===== src/sse_pkg.sv =====
// constants, types and decode functions for the subtract and sleep execution block
`default_nettype none
package sse_pkg;

	localparam int DATA_W  = 8;
	localparam int INSTR_W = 14;
	localparam int FADDR_W = 7;
	localparam int NIB_W   = 4;

	// instruction field positions
	localparam int LIT_PFX_MSB  = 13;
	localparam int LIT_PFX_LSB  = 9;
	localparam int FILE_PFX_MSB = 13;
	localparam int FILE_PFX_LSB = 8;
	localparam int DEST_BIT     = 7;

	// opcode patterns
	localparam logic [4:0]         LIT_PFX    = 5'h1e;
	localparam logic [5:0]         FILE_PFX   = 6'h02;
	localparam logic [INSTR_W-1:0] SLEEP_CODE = 14'h0063;

	// reset values
	localparam logic [DATA_W-1:0]  ACC_RESET   = 8'h00;
	localparam logic [DATA_W-1:0]  DATA_RESET  = 8'h00;
	localparam logic [INSTR_W-1:0] INSTR_RESET = 14'h0000;

	typedef enum logic [1:0] {PH_Q1, PH_Q2, PH_Q3, PH_Q4} sse_phase_t;

	typedef enum logic [1:0] {OP_NONE, OP_LIT, OP_FILE} sse_op_t;

	typedef struct packed {
		logic carry;
		logic half_borrow_inverse_flag;
		logic zero;
	} sse_flags_t;

	localparam sse_flags_t FLAGS_RESET = '{carry: 1'b0, half_borrow_inverse_flag: 1'b0, zero: 1'b0};

	// literal_minus_acc_op: 11 110x kkkk kkkk
	function automatic logic is_lit_op(input logic [INSTR_W-1:0] w);
		return w[LIT_PFX_MSB:LIT_PFX_LSB] == LIT_PFX;
	endfunction

	// file_minus_acc_op: 00 0010 dfff ffff
	function automatic logic is_file_op(input logic [INSTR_W-1:0] w);
		return w[FILE_PFX_MSB:FILE_PFX_LSB] == FILE_PFX;
	endfunction

	function automatic logic is_sleep_op(input logic [INSTR_W-1:0] w);
		return w == SLEEP_CODE;
	endfunction

endpackage
`default_nettype wire


===== src/sse_exec.sv =====
// four-phase execution of literal and file subtracts and the sleep instruction
`timescale 1ns/1ps
`default_nettype none
module sse_exec (
	input  wire logic                        ref_clk,
	input  wire logic                        reset_n,
	input  wire logic [sse_pkg::INSTR_W-1:0] instr_word,
	input  wire logic                        acc_load_en,
	input  wire logic [sse_pkg::DATA_W-1:0]  acc_load_data,
	input  wire logic [sse_pkg::DATA_W-1:0]  file_rdata,
	input  wire logic                        wake,
	output logic      [sse_pkg::FADDR_W-1:0] file_addr,
	output logic      [sse_pkg::DATA_W-1:0]  file_wdata,
	output logic                             file_we,
	output logic      [sse_pkg::DATA_W-1:0]  acc,
	output sse_pkg::sse_flags_t              flags,
	output logic                             sleep_active,
	output sse_pkg::sse_phase_t              quarter
);

	sse_pkg::sse_phase_t               phase_q;
	sse_pkg::sse_op_t                  op_q;
	logic [sse_pkg::INSTR_W-1:0]       ir_q;
	logic [sse_pkg::DATA_W-1:0]        operand_q;
	logic [sse_pkg::DATA_W-1:0]        result_q;
	logic [sse_pkg::DATA_W-1:0]        acc_q;
	sse_pkg::sse_flags_t               flags_q;
	sse_pkg::sse_flags_t               calc_flags_q;
	logic                              sleep_pend_q;
	logic                              sleep_q;
	logic [sse_pkg::DATA_W-1:0]        diff_w;
	sse_pkg::sse_flags_t               flags_w;
	logic                              dest_file;

	assign dest_file    = ir_q[sse_pkg::DEST_BIT];
	assign file_addr    = ir_q[sse_pkg::FADDR_W-1:0];
	assign file_wdata   = result_q;
	assign acc          = acc_q;
	assign flags        = flags_q;
	assign sleep_active = sleep_q;
	assign quarter      = phase_q;

	// write strobe only in the fourth phase of a file op aimed at the file
	assign file_we = (phase_q == sse_pkg::PH_Q4) && (op_q == sse_pkg::OP_FILE) && dest_file;

	sse_subtractor u_sub (
		.minuend    (operand_q),
		.subtrahend (acc_q),
		.difference (diff_w),
		.flags      (flags_w)
	);

	// quarter-phase sequencer; it parks in Q1 while asleep so no instruction runs
	always_ff @(posedge ref_clk or negedge reset_n) begin
		if (!reset_n) begin
			phase_q <= sse_pkg::PH_Q1;
		end else begin
			case (phase_q)
				sse_pkg::PH_Q1: phase_q <= sleep_q ? sse_pkg::PH_Q1 : sse_pkg::PH_Q2;
				sse_pkg::PH_Q2: phase_q <= sse_pkg::PH_Q3;
				sse_pkg::PH_Q3: phase_q <= sse_pkg::PH_Q4;
				default:        phase_q <= sse_pkg::PH_Q1;
			endcase
		end
	end

	// Q1: latch the instruction word and decode the subtracts
	always_ff @(posedge ref_clk or negedge reset_n) begin
		if (!reset_n) begin
			ir_q <= sse_pkg::INSTR_RESET;
			op_q <= sse_pkg::OP_NONE;
		end else if (phase_q == sse_pkg::PH_Q1 && !sleep_q) begin
			ir_q <= instr_word;
			if (sse_pkg::is_lit_op(instr_word)) begin
				op_q <= sse_pkg::OP_LIT;
			end else if (sse_pkg::is_file_op(instr_word)) begin
				op_q <= sse_pkg::OP_FILE;
			end else begin
				op_q <= sse_pkg::OP_NONE;
			end
		end
	end

	// sleep does nothing in Q1, is decoded in Q2, idles in Q3
	always_ff @(posedge ref_clk or negedge reset_n) begin
		if (!reset_n) begin
			sleep_pend_q <= 1'b0;
		end else if (phase_q == sse_pkg::PH_Q2) begin
			sleep_pend_q <= sse_pkg::is_sleep_op(ir_q);
		end else if (phase_q == sse_pkg::PH_Q4) begin
			sleep_pend_q <= 1'b0;
		end
	end

	// Q4 enters sleep; wake only counts once asleep, so it cannot cancel a pending entry
	always_ff @(posedge ref_clk or negedge reset_n) begin
		if (!reset_n) begin
			sleep_q <= 1'b0;
		end else if (phase_q == sse_pkg::PH_Q4 && sleep_pend_q) begin
			sleep_q <= 1'b1;
		end else if (wake) begin
			sleep_q <= 1'b0;
		end
	end

	// Q2: fetch the minuend, either the literal byte or the addressed file register
	always_ff @(posedge ref_clk or negedge reset_n) begin
		if (!reset_n) begin
			operand_q <= sse_pkg::DATA_RESET;
		end else if (phase_q == sse_pkg::PH_Q2) begin
			if (op_q == sse_pkg::OP_LIT) begin
				operand_q <= ir_q[sse_pkg::DATA_W-1:0];
			end else begin
				operand_q <= file_rdata;
			end
		end
	end

	// Q3: compute the difference and the flags it implies
	always_ff @(posedge ref_clk or negedge reset_n) begin
		if (!reset_n) begin
			result_q     <= sse_pkg::DATA_RESET;
			calc_flags_q <= sse_pkg::FLAGS_RESET;
		end else if (phase_q == sse_pkg::PH_Q3) begin
			result_q     <= diff_w;
			calc_flags_q <= flags_w;
		end
	end

	// Q4: accumulator takes the result of a literal op, or of a file op not aimed at the file;
	// the side load is only honoured when no subtract is in flight, to avoid a race
	always_ff @(posedge ref_clk or negedge reset_n) begin
		if (!reset_n) begin
			acc_q <= sse_pkg::ACC_RESET;
		end else if (phase_q == sse_pkg::PH_Q4 && op_q == sse_pkg::OP_LIT) begin
			acc_q <= result_q;
		end else if (phase_q == sse_pkg::PH_Q4 && op_q == sse_pkg::OP_FILE && !dest_file) begin
			acc_q <= result_q;
		end else if (acc_load_en && op_q == sse_pkg::OP_NONE) begin
			acc_q <= acc_load_data;
		end
	end

	// Q4: status flags follow both subtracts
	always_ff @(posedge ref_clk or negedge reset_n) begin
		if (!reset_n) begin
			flags_q <= sse_pkg::FLAGS_RESET;
		end else if (phase_q == sse_pkg::PH_Q4 && op_q != sse_pkg::OP_NONE) begin
			flags_q <= calc_flags_q;
		end
	end

	// sleep is reached at the end of Q4, two phases after decode
	chk_sleep_entry: assert property (@(posedge ref_clk) disable iff (!reset_n)
		(phase_q == sse_pkg::PH_Q2 && sse_pkg::is_sleep_op(ir_q) && !sleep_q)
		|=> !sleep_q ##1 !sleep_q ##1 sleep_q)
		else $error("sleep not entered after Q4");

	chk_lit_acc_write: assert property (@(posedge ref_clk) disable iff (!reset_n)
		(phase_q == sse_pkg::PH_Q4 && op_q == sse_pkg::OP_LIT) |=> acc_q == $past(result_q))
		else $error("literal op did not write accumulator");

	chk_lit_no_file: assert property (@(posedge ref_clk) disable iff (!reset_n)
		(phase_q == sse_pkg::PH_Q4
		 && ir_q[sse_pkg::LIT_PFX_MSB:sse_pkg::LIT_PFX_LSB] == sse_pkg::LIT_PFX) |-> !file_we)
		else $error("literal op wrote a file register");

	chk_lit_value: assert property (@(posedge ref_clk) disable iff (!reset_n)
		(phase_q == sse_pkg::PH_Q2 && op_q == sse_pkg::OP_LIT)
		|=> ##1 result_q == ($past(ir_q[7:0], 2) - $past(acc_q, 2)))
		else $error("literal difference wrong");

	chk_zero_flag: assert property (@(posedge ref_clk) disable iff (!reset_n)
		(phase_q == sse_pkg::PH_Q4 && op_q != sse_pkg::OP_NONE)
		|=> flags_q.zero == ($past(result_q) == 8'h00))
		else $error("zero flag does not match result");

	chk_borrow_clear: assert property (@(posedge ref_clk) disable iff (!reset_n)
		(phase_q == sse_pkg::PH_Q3 && op_q != sse_pkg::OP_NONE && operand_q < acc_q)
		|=> ##1 !flags_q.carry)
		else $error("carry set despite borrow");

	chk_noborrow_set: assert property (@(posedge ref_clk) disable iff (!reset_n)
		(phase_q == sse_pkg::PH_Q3 && op_q != sse_pkg::OP_NONE && operand_q >= acc_q)
		|=> ##1 flags_q.carry)
		else $error("carry clear without borrow");

	chk_file_dest: assert property (@(posedge ref_clk) disable iff (!reset_n)
		(phase_q == sse_pkg::PH_Q4 && op_q == sse_pkg::OP_FILE)
		|-> (file_we == dest_file) ##1 (dest_file || acc_q == $past(result_q)))
		else $error("file op destination wrong");

	chk_file_decode: assert property (@(posedge ref_clk) disable iff (!reset_n)
		(phase_q == sse_pkg::PH_Q1 && !sleep_q && instr_word[13:8] == 6'h02)
		|=> op_q == sse_pkg::OP_FILE ##2 phase_q == sse_pkg::PH_Q4)
		else $error("file op not decoded");

	chk_phase_order: assert property (@(posedge ref_clk) disable iff (!reset_n)
		(phase_q == sse_pkg::PH_Q1 && !sleep_q)
		|=> phase_q == sse_pkg::PH_Q2 ##1 phase_q == sse_pkg::PH_Q3 ##1 phase_q == sse_pkg::PH_Q4)
		else $error("quarter phases out of order");

	// bit 8 of the literal op is a don't-care, so both values must decode alike
	chk_lit_decode: assert property (@(posedge ref_clk) disable iff (!reset_n)
		(phase_q == sse_pkg::PH_Q1 && !sleep_q
		 && instr_word[sse_pkg::LIT_PFX_MSB:sse_pkg::LIT_PFX_LSB] == sse_pkg::LIT_PFX)
		|=> op_q == sse_pkg::OP_LIT && ir_q[7:0] == $past(instr_word[7:0]))
		else $error("literal op not decoded");

	// status must hold still between subtracts; a stray write would corrupt later branches
	chk_flags_hold: assert property (@(posedge ref_clk) disable iff (!reset_n)
		(phase_q != sse_pkg::PH_Q4 || op_q == sse_pkg::OP_NONE) |=> $stable(flags_q))
		else $error("flags changed outside a subtract");

	chk_half_borrow: assert property (@(posedge ref_clk) disable iff (!reset_n)
		(phase_q == sse_pkg::PH_Q3 && op_q != sse_pkg::OP_NONE)
		|=> ##1 flags_q.half_borrow_inverse_flag
		        == ($past(operand_q[3:0], 2) >= $past(acc_q[3:0], 2)))
		else $error("half borrow flag wrong");

	// while asleep the sequencer must stay parked so no instruction is taken
	chk_sleep_park: assert property (@(posedge ref_clk) disable iff (!reset_n)
		sleep_q |-> phase_q == sse_pkg::PH_Q1)
		else $error("phase moved while asleep");

endmodule
`default_nettype wire


===== src/sse_subtractor.sv =====
// combinational 8-bit subtractor with carry, half-borrow and zero flags
`timescale 1ns/1ps
`default_nettype none
module sse_subtractor (
	input  wire logic [sse_pkg::DATA_W-1:0] minuend,
	input  wire logic [sse_pkg::DATA_W-1:0] subtrahend,
	output logic      [sse_pkg::DATA_W-1:0] difference,
	output sse_pkg::sse_flags_t             flags
);

	logic [sse_pkg::DATA_W:0]  wide_sum;
	logic [sse_pkg::NIB_W:0]   nib_sum;

	// add the two's complement of the subtrahend; the carry out is the inverted borrow
	always_comb begin
		wide_sum   = {1'b0, minuend} + {1'b0, ~subtrahend} + 9'h001;
		nib_sum    = {1'b0, minuend[sse_pkg::NIB_W-1:0]}
		           + {1'b0, ~subtrahend[sse_pkg::NIB_W-1:0]} + 5'h01;
		difference = wide_sum[sse_pkg::DATA_W-1:0];
		flags.carry = wide_sum[sse_pkg::DATA_W];
		flags.half_borrow_inverse_flag = nib_sum[sse_pkg::NIB_W];
		flags.zero = (wide_sum[sse_pkg::DATA_W-1:0] == sse_pkg::DATA_RESET);
	end

endmodule
`default_nettype wire

===== config.mk =====
export PLATFORM = sky130hd
export DESIGN_NAME = sse_exec
export DESIGN_NICKNAME = d
export VERILOG_FILES = /design/src/sse_pkg.sv /design/src/sse_exec.sv /design/src/sse_subtractor.sv
export SDC_FILE = /design/constraint.sdc
export NUM_CORES = 1
export LEC_CHECK = 0
export BUFFER_PORTS_ARGS = -buffer_cell sky130_fd_sc_hd__buf_2
export CAP_MARGIN = 20
export CORE_ASPECT_RATIO = 0.8
export CORE_MARGIN = 2
export CORE_UTILIZATION = 40
export DETAILED_ROUTE_END_ITERATION = 12
export HOLD_SLACK_MARGIN = 0.15
export PLACE_DENSITY_LB_ADDON = 0.05
export SLEW_MARGIN = 0
export SYNTH_ARGS = -nofsm -noshare
export SYNTH_HDL_FRONTEND = slang
export SYNTH_SLANG_ARGS = --single-unit

===== constraint.sdc =====
create_clock -name ref_clk -period 2.1 [get_ports ref_clk]
set_input_delay 0 -clock ref_clk [delete_from_list [all_inputs] [get_ports ref_clk]]
set_output_delay 0 -clock ref_clk [all_outputs]
set_load 0.02 [all_outputs]

==> impl_table.tex <==
\begin{tabular}{lr}
\hline
Metric & Value \\
\hline
\multicolumn{2}{l}{\textbf{Run status}} \\
\quad Status & finished, final reports clean \\
\multicolumn{2}{l}{\textbf{Place}} \\
\quad Port-buffer cells & 63 \\
\quad Estimated wirelength of the detail-placed design & 4020 um \\
\quad Gpl congestion & 0.758 \\
\quad Cell count after placement & 359 \\
\multicolumn{2}{l}{\textbf{CTS}} \\
\quad Clock edge transition at the registers on the reported setup and hold paths & 0.10 ns \\
\quad CTS tree & done \\
\quad Master cell of the clock root buffer & sky130\_fd\_sc\_hd\_\_clkbuf\_8 \\
\quad Clock latency reported for the late side of the worst-skew pair & 0.30 ns \\
\quad Deepest level of the CTS H-tree & 2 \\
\quad Number of buffers inserted during clock tree synthesis & 5 \\
\quad Clock sink count & 50 \\
\quad CTS Buffer Depth & 2 \\
\multicolumn{2}{l}{\textbf{STA}} \\
\quad Maximum clock frequency & 0.479 GHz \\
\quad Worst clock skew & 0.0103 ns \\
\quad Pins Over Slew Limit & 0 \\
\quad Setup repair after global routing missed its margin & true \\
\quad Setup TNS Final & 0 ns \\
\quad Final number of hold-violating endpoints & 0 \\
\quad Final number of setup-violating endpoints & 0 \\
\quad Crit share post-route & 0.995 \\
\quad Worst-Margin Slew & 0.639 ns \\
\quad Min Clock Period, post-route & 2.09 ns \\
\quad Worst slew slack as a fraction of its limit & 0.573 \\
\multicolumn{2}{l}{\textbf{Setup path}} \\
\quad Critical path startpoint category & flop \\
\quad Critical Path Sink & calc\_flags\_q[0] \\
\quad Required time of the worst setup path & 2.31 ns \\
\quad Destination of the worst register-to-register timing path & calc\_flags\_q[0] \\
\quad Kind of capture point of the worst setup path & flop \\
\quad Reg2Reg Launch Point & acc[0] \\
\quad Reg-to-reg setup timing slack & 0.01 ns \\
\quad Depth of the most critical reg-to-reg path & 8 \\
\quad Largest driver fanout on the critical path & 2 \\
\quad Worst Path Arrival & 2.30 ns \\
\quad Startpoint-to-endpoint class of the critical path & reg2reg \\
\quad Crit. Startpoint & acc[0] \\
\multicolumn{2}{l}{\textbf{Detailed routing}} \\
\quad Detailed-route via count & 1916 \\
\quad Routed wire per std cell & 13.7 um \\
\quad Violation count after the first detailed-route iteration & 33 \\
\quad Post-DR vias/cell & 4.78 \\
\quad Wire length reported by the detailed router & 5500 um \\
\quad Number of iterations in the first detailed-routing pass & 6 \\
\quad Routed Antenna Nets & 0 \\
\quad DRC violations left & 0 \\
\multicolumn{2}{l}{\textbf{Yosys}} \\
\quad Register area share after synthesis & 0.502 \\
\quad Number of warning messages in the yosys log & 0 \\
\quad Number of enable-type register cells in the synthesized netlist & 0 \\
\quad Mean area per synthesized cell & 11.3 um2 \\
\quad Synth Cell Area & 0.00249 mm2 \\
\quad Number of synthesized register bits & 50 \\
\quad Leading register cell type out of synthesis & sky130\_fd\_sc\_hd\_\_dfrtp\_1 \\
\quad Count of cell types in the netlist & 35 \\
\quad Syn nets & 268 \\
\quad Async S/R FF share, synth & 1.00 \\
\quad Synthesized netlist cell count & 221 \\
\multicolumn{2}{l}{\textbf{Power and ir drop}} \\
\quad Lkg Pwr & 1.60 nW \\
\quad Peak ir drop on the vdd network & 0.659 mV \\
\quad Power density cells & 1440 mW/mm2 \\
\multicolumn{2}{l}{\textbf{Layout}} \\
\quad Number of fill cells in the layout & 522 \\
\quad Leading cell type in the layout, fill and taps excluded & sky130\_fd\_sc\_hd\_\_buf\_2 \\
\quad Number of nets in the final layout & 366 \\
\quad Final core area utilization & 0.576 \\
\quad Ant. Diodes & 0 \\
\quad Share of final-layout standard cells stronger than drive strength 1 & 0.363 \\
\quad Most frequent cells in the layout & 63 x sky130\_fd\_sc\_hd\_\_buf\_2, 49 x sky130\_fd\_sc\_hd\_\_dfrtp\_1, 32 x sky130\_fd\_sc\_hd\_\_dlygate4sd3\_1 \\
\quad Layout-stage area growth over the synthesis result & 38.0\% \\
\quad Final Non-Filler Cells & 401 \\
\multicolumn{2}{l}{\textbf{Global routing}} \\
\quad Global router's overall resource usage & 0.171 \\
\quad Congestion Overflow GR & 0 \\
\quad Via count of the first global-routing pass & 1903 \\
\quad Wire length of the first global-routing pass & 9190 um \\
\quad Largest net degree at the start of global routing & 30 \\
\quad Initial antenna violation count & 0 \\
\multicolumn{2}{l}{\textbf{Floorplanning}} \\
\quad FP Rows & 25 \\
\quad Die Span X & 92.3 um \\
\quad Core Footprint & 0.00597 mm2 \\
\quad Effective utilization at floorplan & 0.418 \\
\quad Number of primary I/O pins & 64 \\
\quad Vertical die dimension & 74.6 um \\
\quad Die footprint & 0.00689 mm2 \\
\multicolumn{2}{l}{\textbf{Min path}} \\
\quad Hold crit path type & in2async \\
\multicolumn{2}{l}{\textbf{Flow run}} \\
\quad Number of max-cap violations & 0 \\
\hline
\end{tabular}
## synth_stat cells (2+ instances only)
master | count | area (um2)
sky130_fd_sc_hd__a21oi_1 | 13 | 65.1
sky130_fd_sc_hd__a221o_1 | 7 | 70.1
sky130_fd_sc_hd__and4b_1 | 2 | 20.0
sky130_fd_sc_hd__buf_2 | 2 | 10.0
sky130_fd_sc_hd__buf_4 | 7 | 52.6
sky130_fd_sc_hd__clkbuf_1 | 5 | 18.8
sky130_fd_sc_hd__dfrtp_1 | 50 | 1250
sky130_fd_sc_hd__ha_1 | 12 | 150
sky130_fd_sc_hd__inv_1 | 16 | 60.1
sky130_fd_sc_hd__mux2_2 | 23 | 259
sky130_fd_sc_hd__mux2i_1 | 11 | 110
sky130_fd_sc_hd__nand2_1 | 8 | 30.0
sky130_fd_sc_hd__nand2b_1 | 4 | 25.0
sky130_fd_sc_hd__nand4_1 | 2 | 12.5
sky130_fd_sc_hd__nor2_1 | 15 | 56.3
sky130_fd_sc_hd__nor2b_1 | 3 | 18.8
sky130_fd_sc_hd__nor3_1 | 11 | 55.1
sky130_fd_sc_hd__nor3b_1 | 2 | 15.0
sky130_fd_sc_hd__nor4b_1 | 2 | 17.5
sky130_fd_sc_hd__o21a_1 | 2 | 15.0
sky130_fd_sc_hd__o21ai_0 | 8 | 40.0
sky130_fd_sc_hd__xnor2_1 | 3 | 26.3
## worst min-delay path by stage
stage	slack (ns)	cells after the start	to	from
4_1_cts	0.21	2	file_wdata[6]	reset_n
2_1_floorplan	-0.30	0	acc[0]	reset_n
5_1_grt	0.26	2	ir_q[6]	reset_n
3_3_place_gp	0.01	1	flags[2]	reset_n
6_report	0.20	2	flags[2]	reset_n
3_5_place_dp	0.004	1	file_wdata[6]	reset_n
## final cells by class
type	instances	area, um2	area share
Clock buffer	5	68.8	0.0200
Multi-Input combinational cell	141	1170	0.339
Tap cell	81	101	0.0294
Sequential cell	50	1250	0.364
Clock inverter	3	68.8	0.0200
Timing Repair Buffer	105	723	0.210
Inverter	16	60.1	0.0174
## report_power, final
part / leakage (nW) / internal [W] / total [W] / switching, W
Sequential: 0.593 / 0.00137 / 0.00167 / 0.000296
Combinational: 0.935 / 0.00117 / 0.00248 / 0.00131
Clock: 0.0683 / 0.000477 / 0.000803 / 0.000325
## per-layer routing
metal  track usage  routed length (um)
met5             0                   0
met4        0.0348                  22
met3        0.0330                 212
met2         0.255                2360
met1         0.261                2900
## critical path: stages (launching register included)
cell and delay, ns:
sky130_fd_sc_hd__dfrtp_2 0.43, sky130_fd_sc_hd__ha_4 0.17, sky130_fd_sc_hd__fa_2 0.35, sky130_fd_sc_hd__nand2b_4 0.15, sky130_fd_sc_hd__nand2_2 0.07, sky130_fd_sc_hd__a21oi_2 0.07, sky130_fd_sc_hd__xnor2_2 0.13, sky130_fd_sc_hd__or4_4 0.43
sky130_fd_sc_hd__o41ai_2 0.19
## metrics by stage
| step | hold slack (ns) | power [W] | setup WS, ns | area (um2) |
|---|---|---|---|---|
| after floorplan | -0.296 | 0.00341 | 0.0448 | 2520 |
| after global routing | 0.259 | 0.00534 | -0.0777 | 3440 |
| after global placement | 0.0134 | 0.00401 | 0.0350 | 2930 |
| final | 0.198 | 0.00495 | 0.0113 | 3440 |
| after CTS | 0.211 | 0.00490 | 0.00661 | 3400 |
| after detailed placement | 0.00415 | 0.00401 | -0.0151 | 2930 |
## flip-flops by register name, summed over array words and instances (netlist names)
signal,count
op_q,2
ir_q,14
quarter,2
acc,8
sleep_active,1
sleep_pend_q,1
file_wdata,8
calc_flags_q,3
flags,3
operand_q,8
## cell families after synthesis
group | synth area share
buffers and inverters | 0.0567
muxes | 0.148
DFF | 0.502
xor gates and xnor gates | 0.0140
adders and majority gates | 0.0682
AOI/OAI and AO/OA | 0.101
and+or+nand+nor | 0.111
## timing repair
action / CTS / global route
pin swaps: 0 / 0
gates resized for setup: 2 / 3
endpoints found under the setup margin: 1 / 3
gates cloned: 0 / 0
endpoints found under the hold margin: 83 / 0
hold buffers: 32 / 0
buffers inserted: 1 / 1
(Power assumes the default switching activity.)
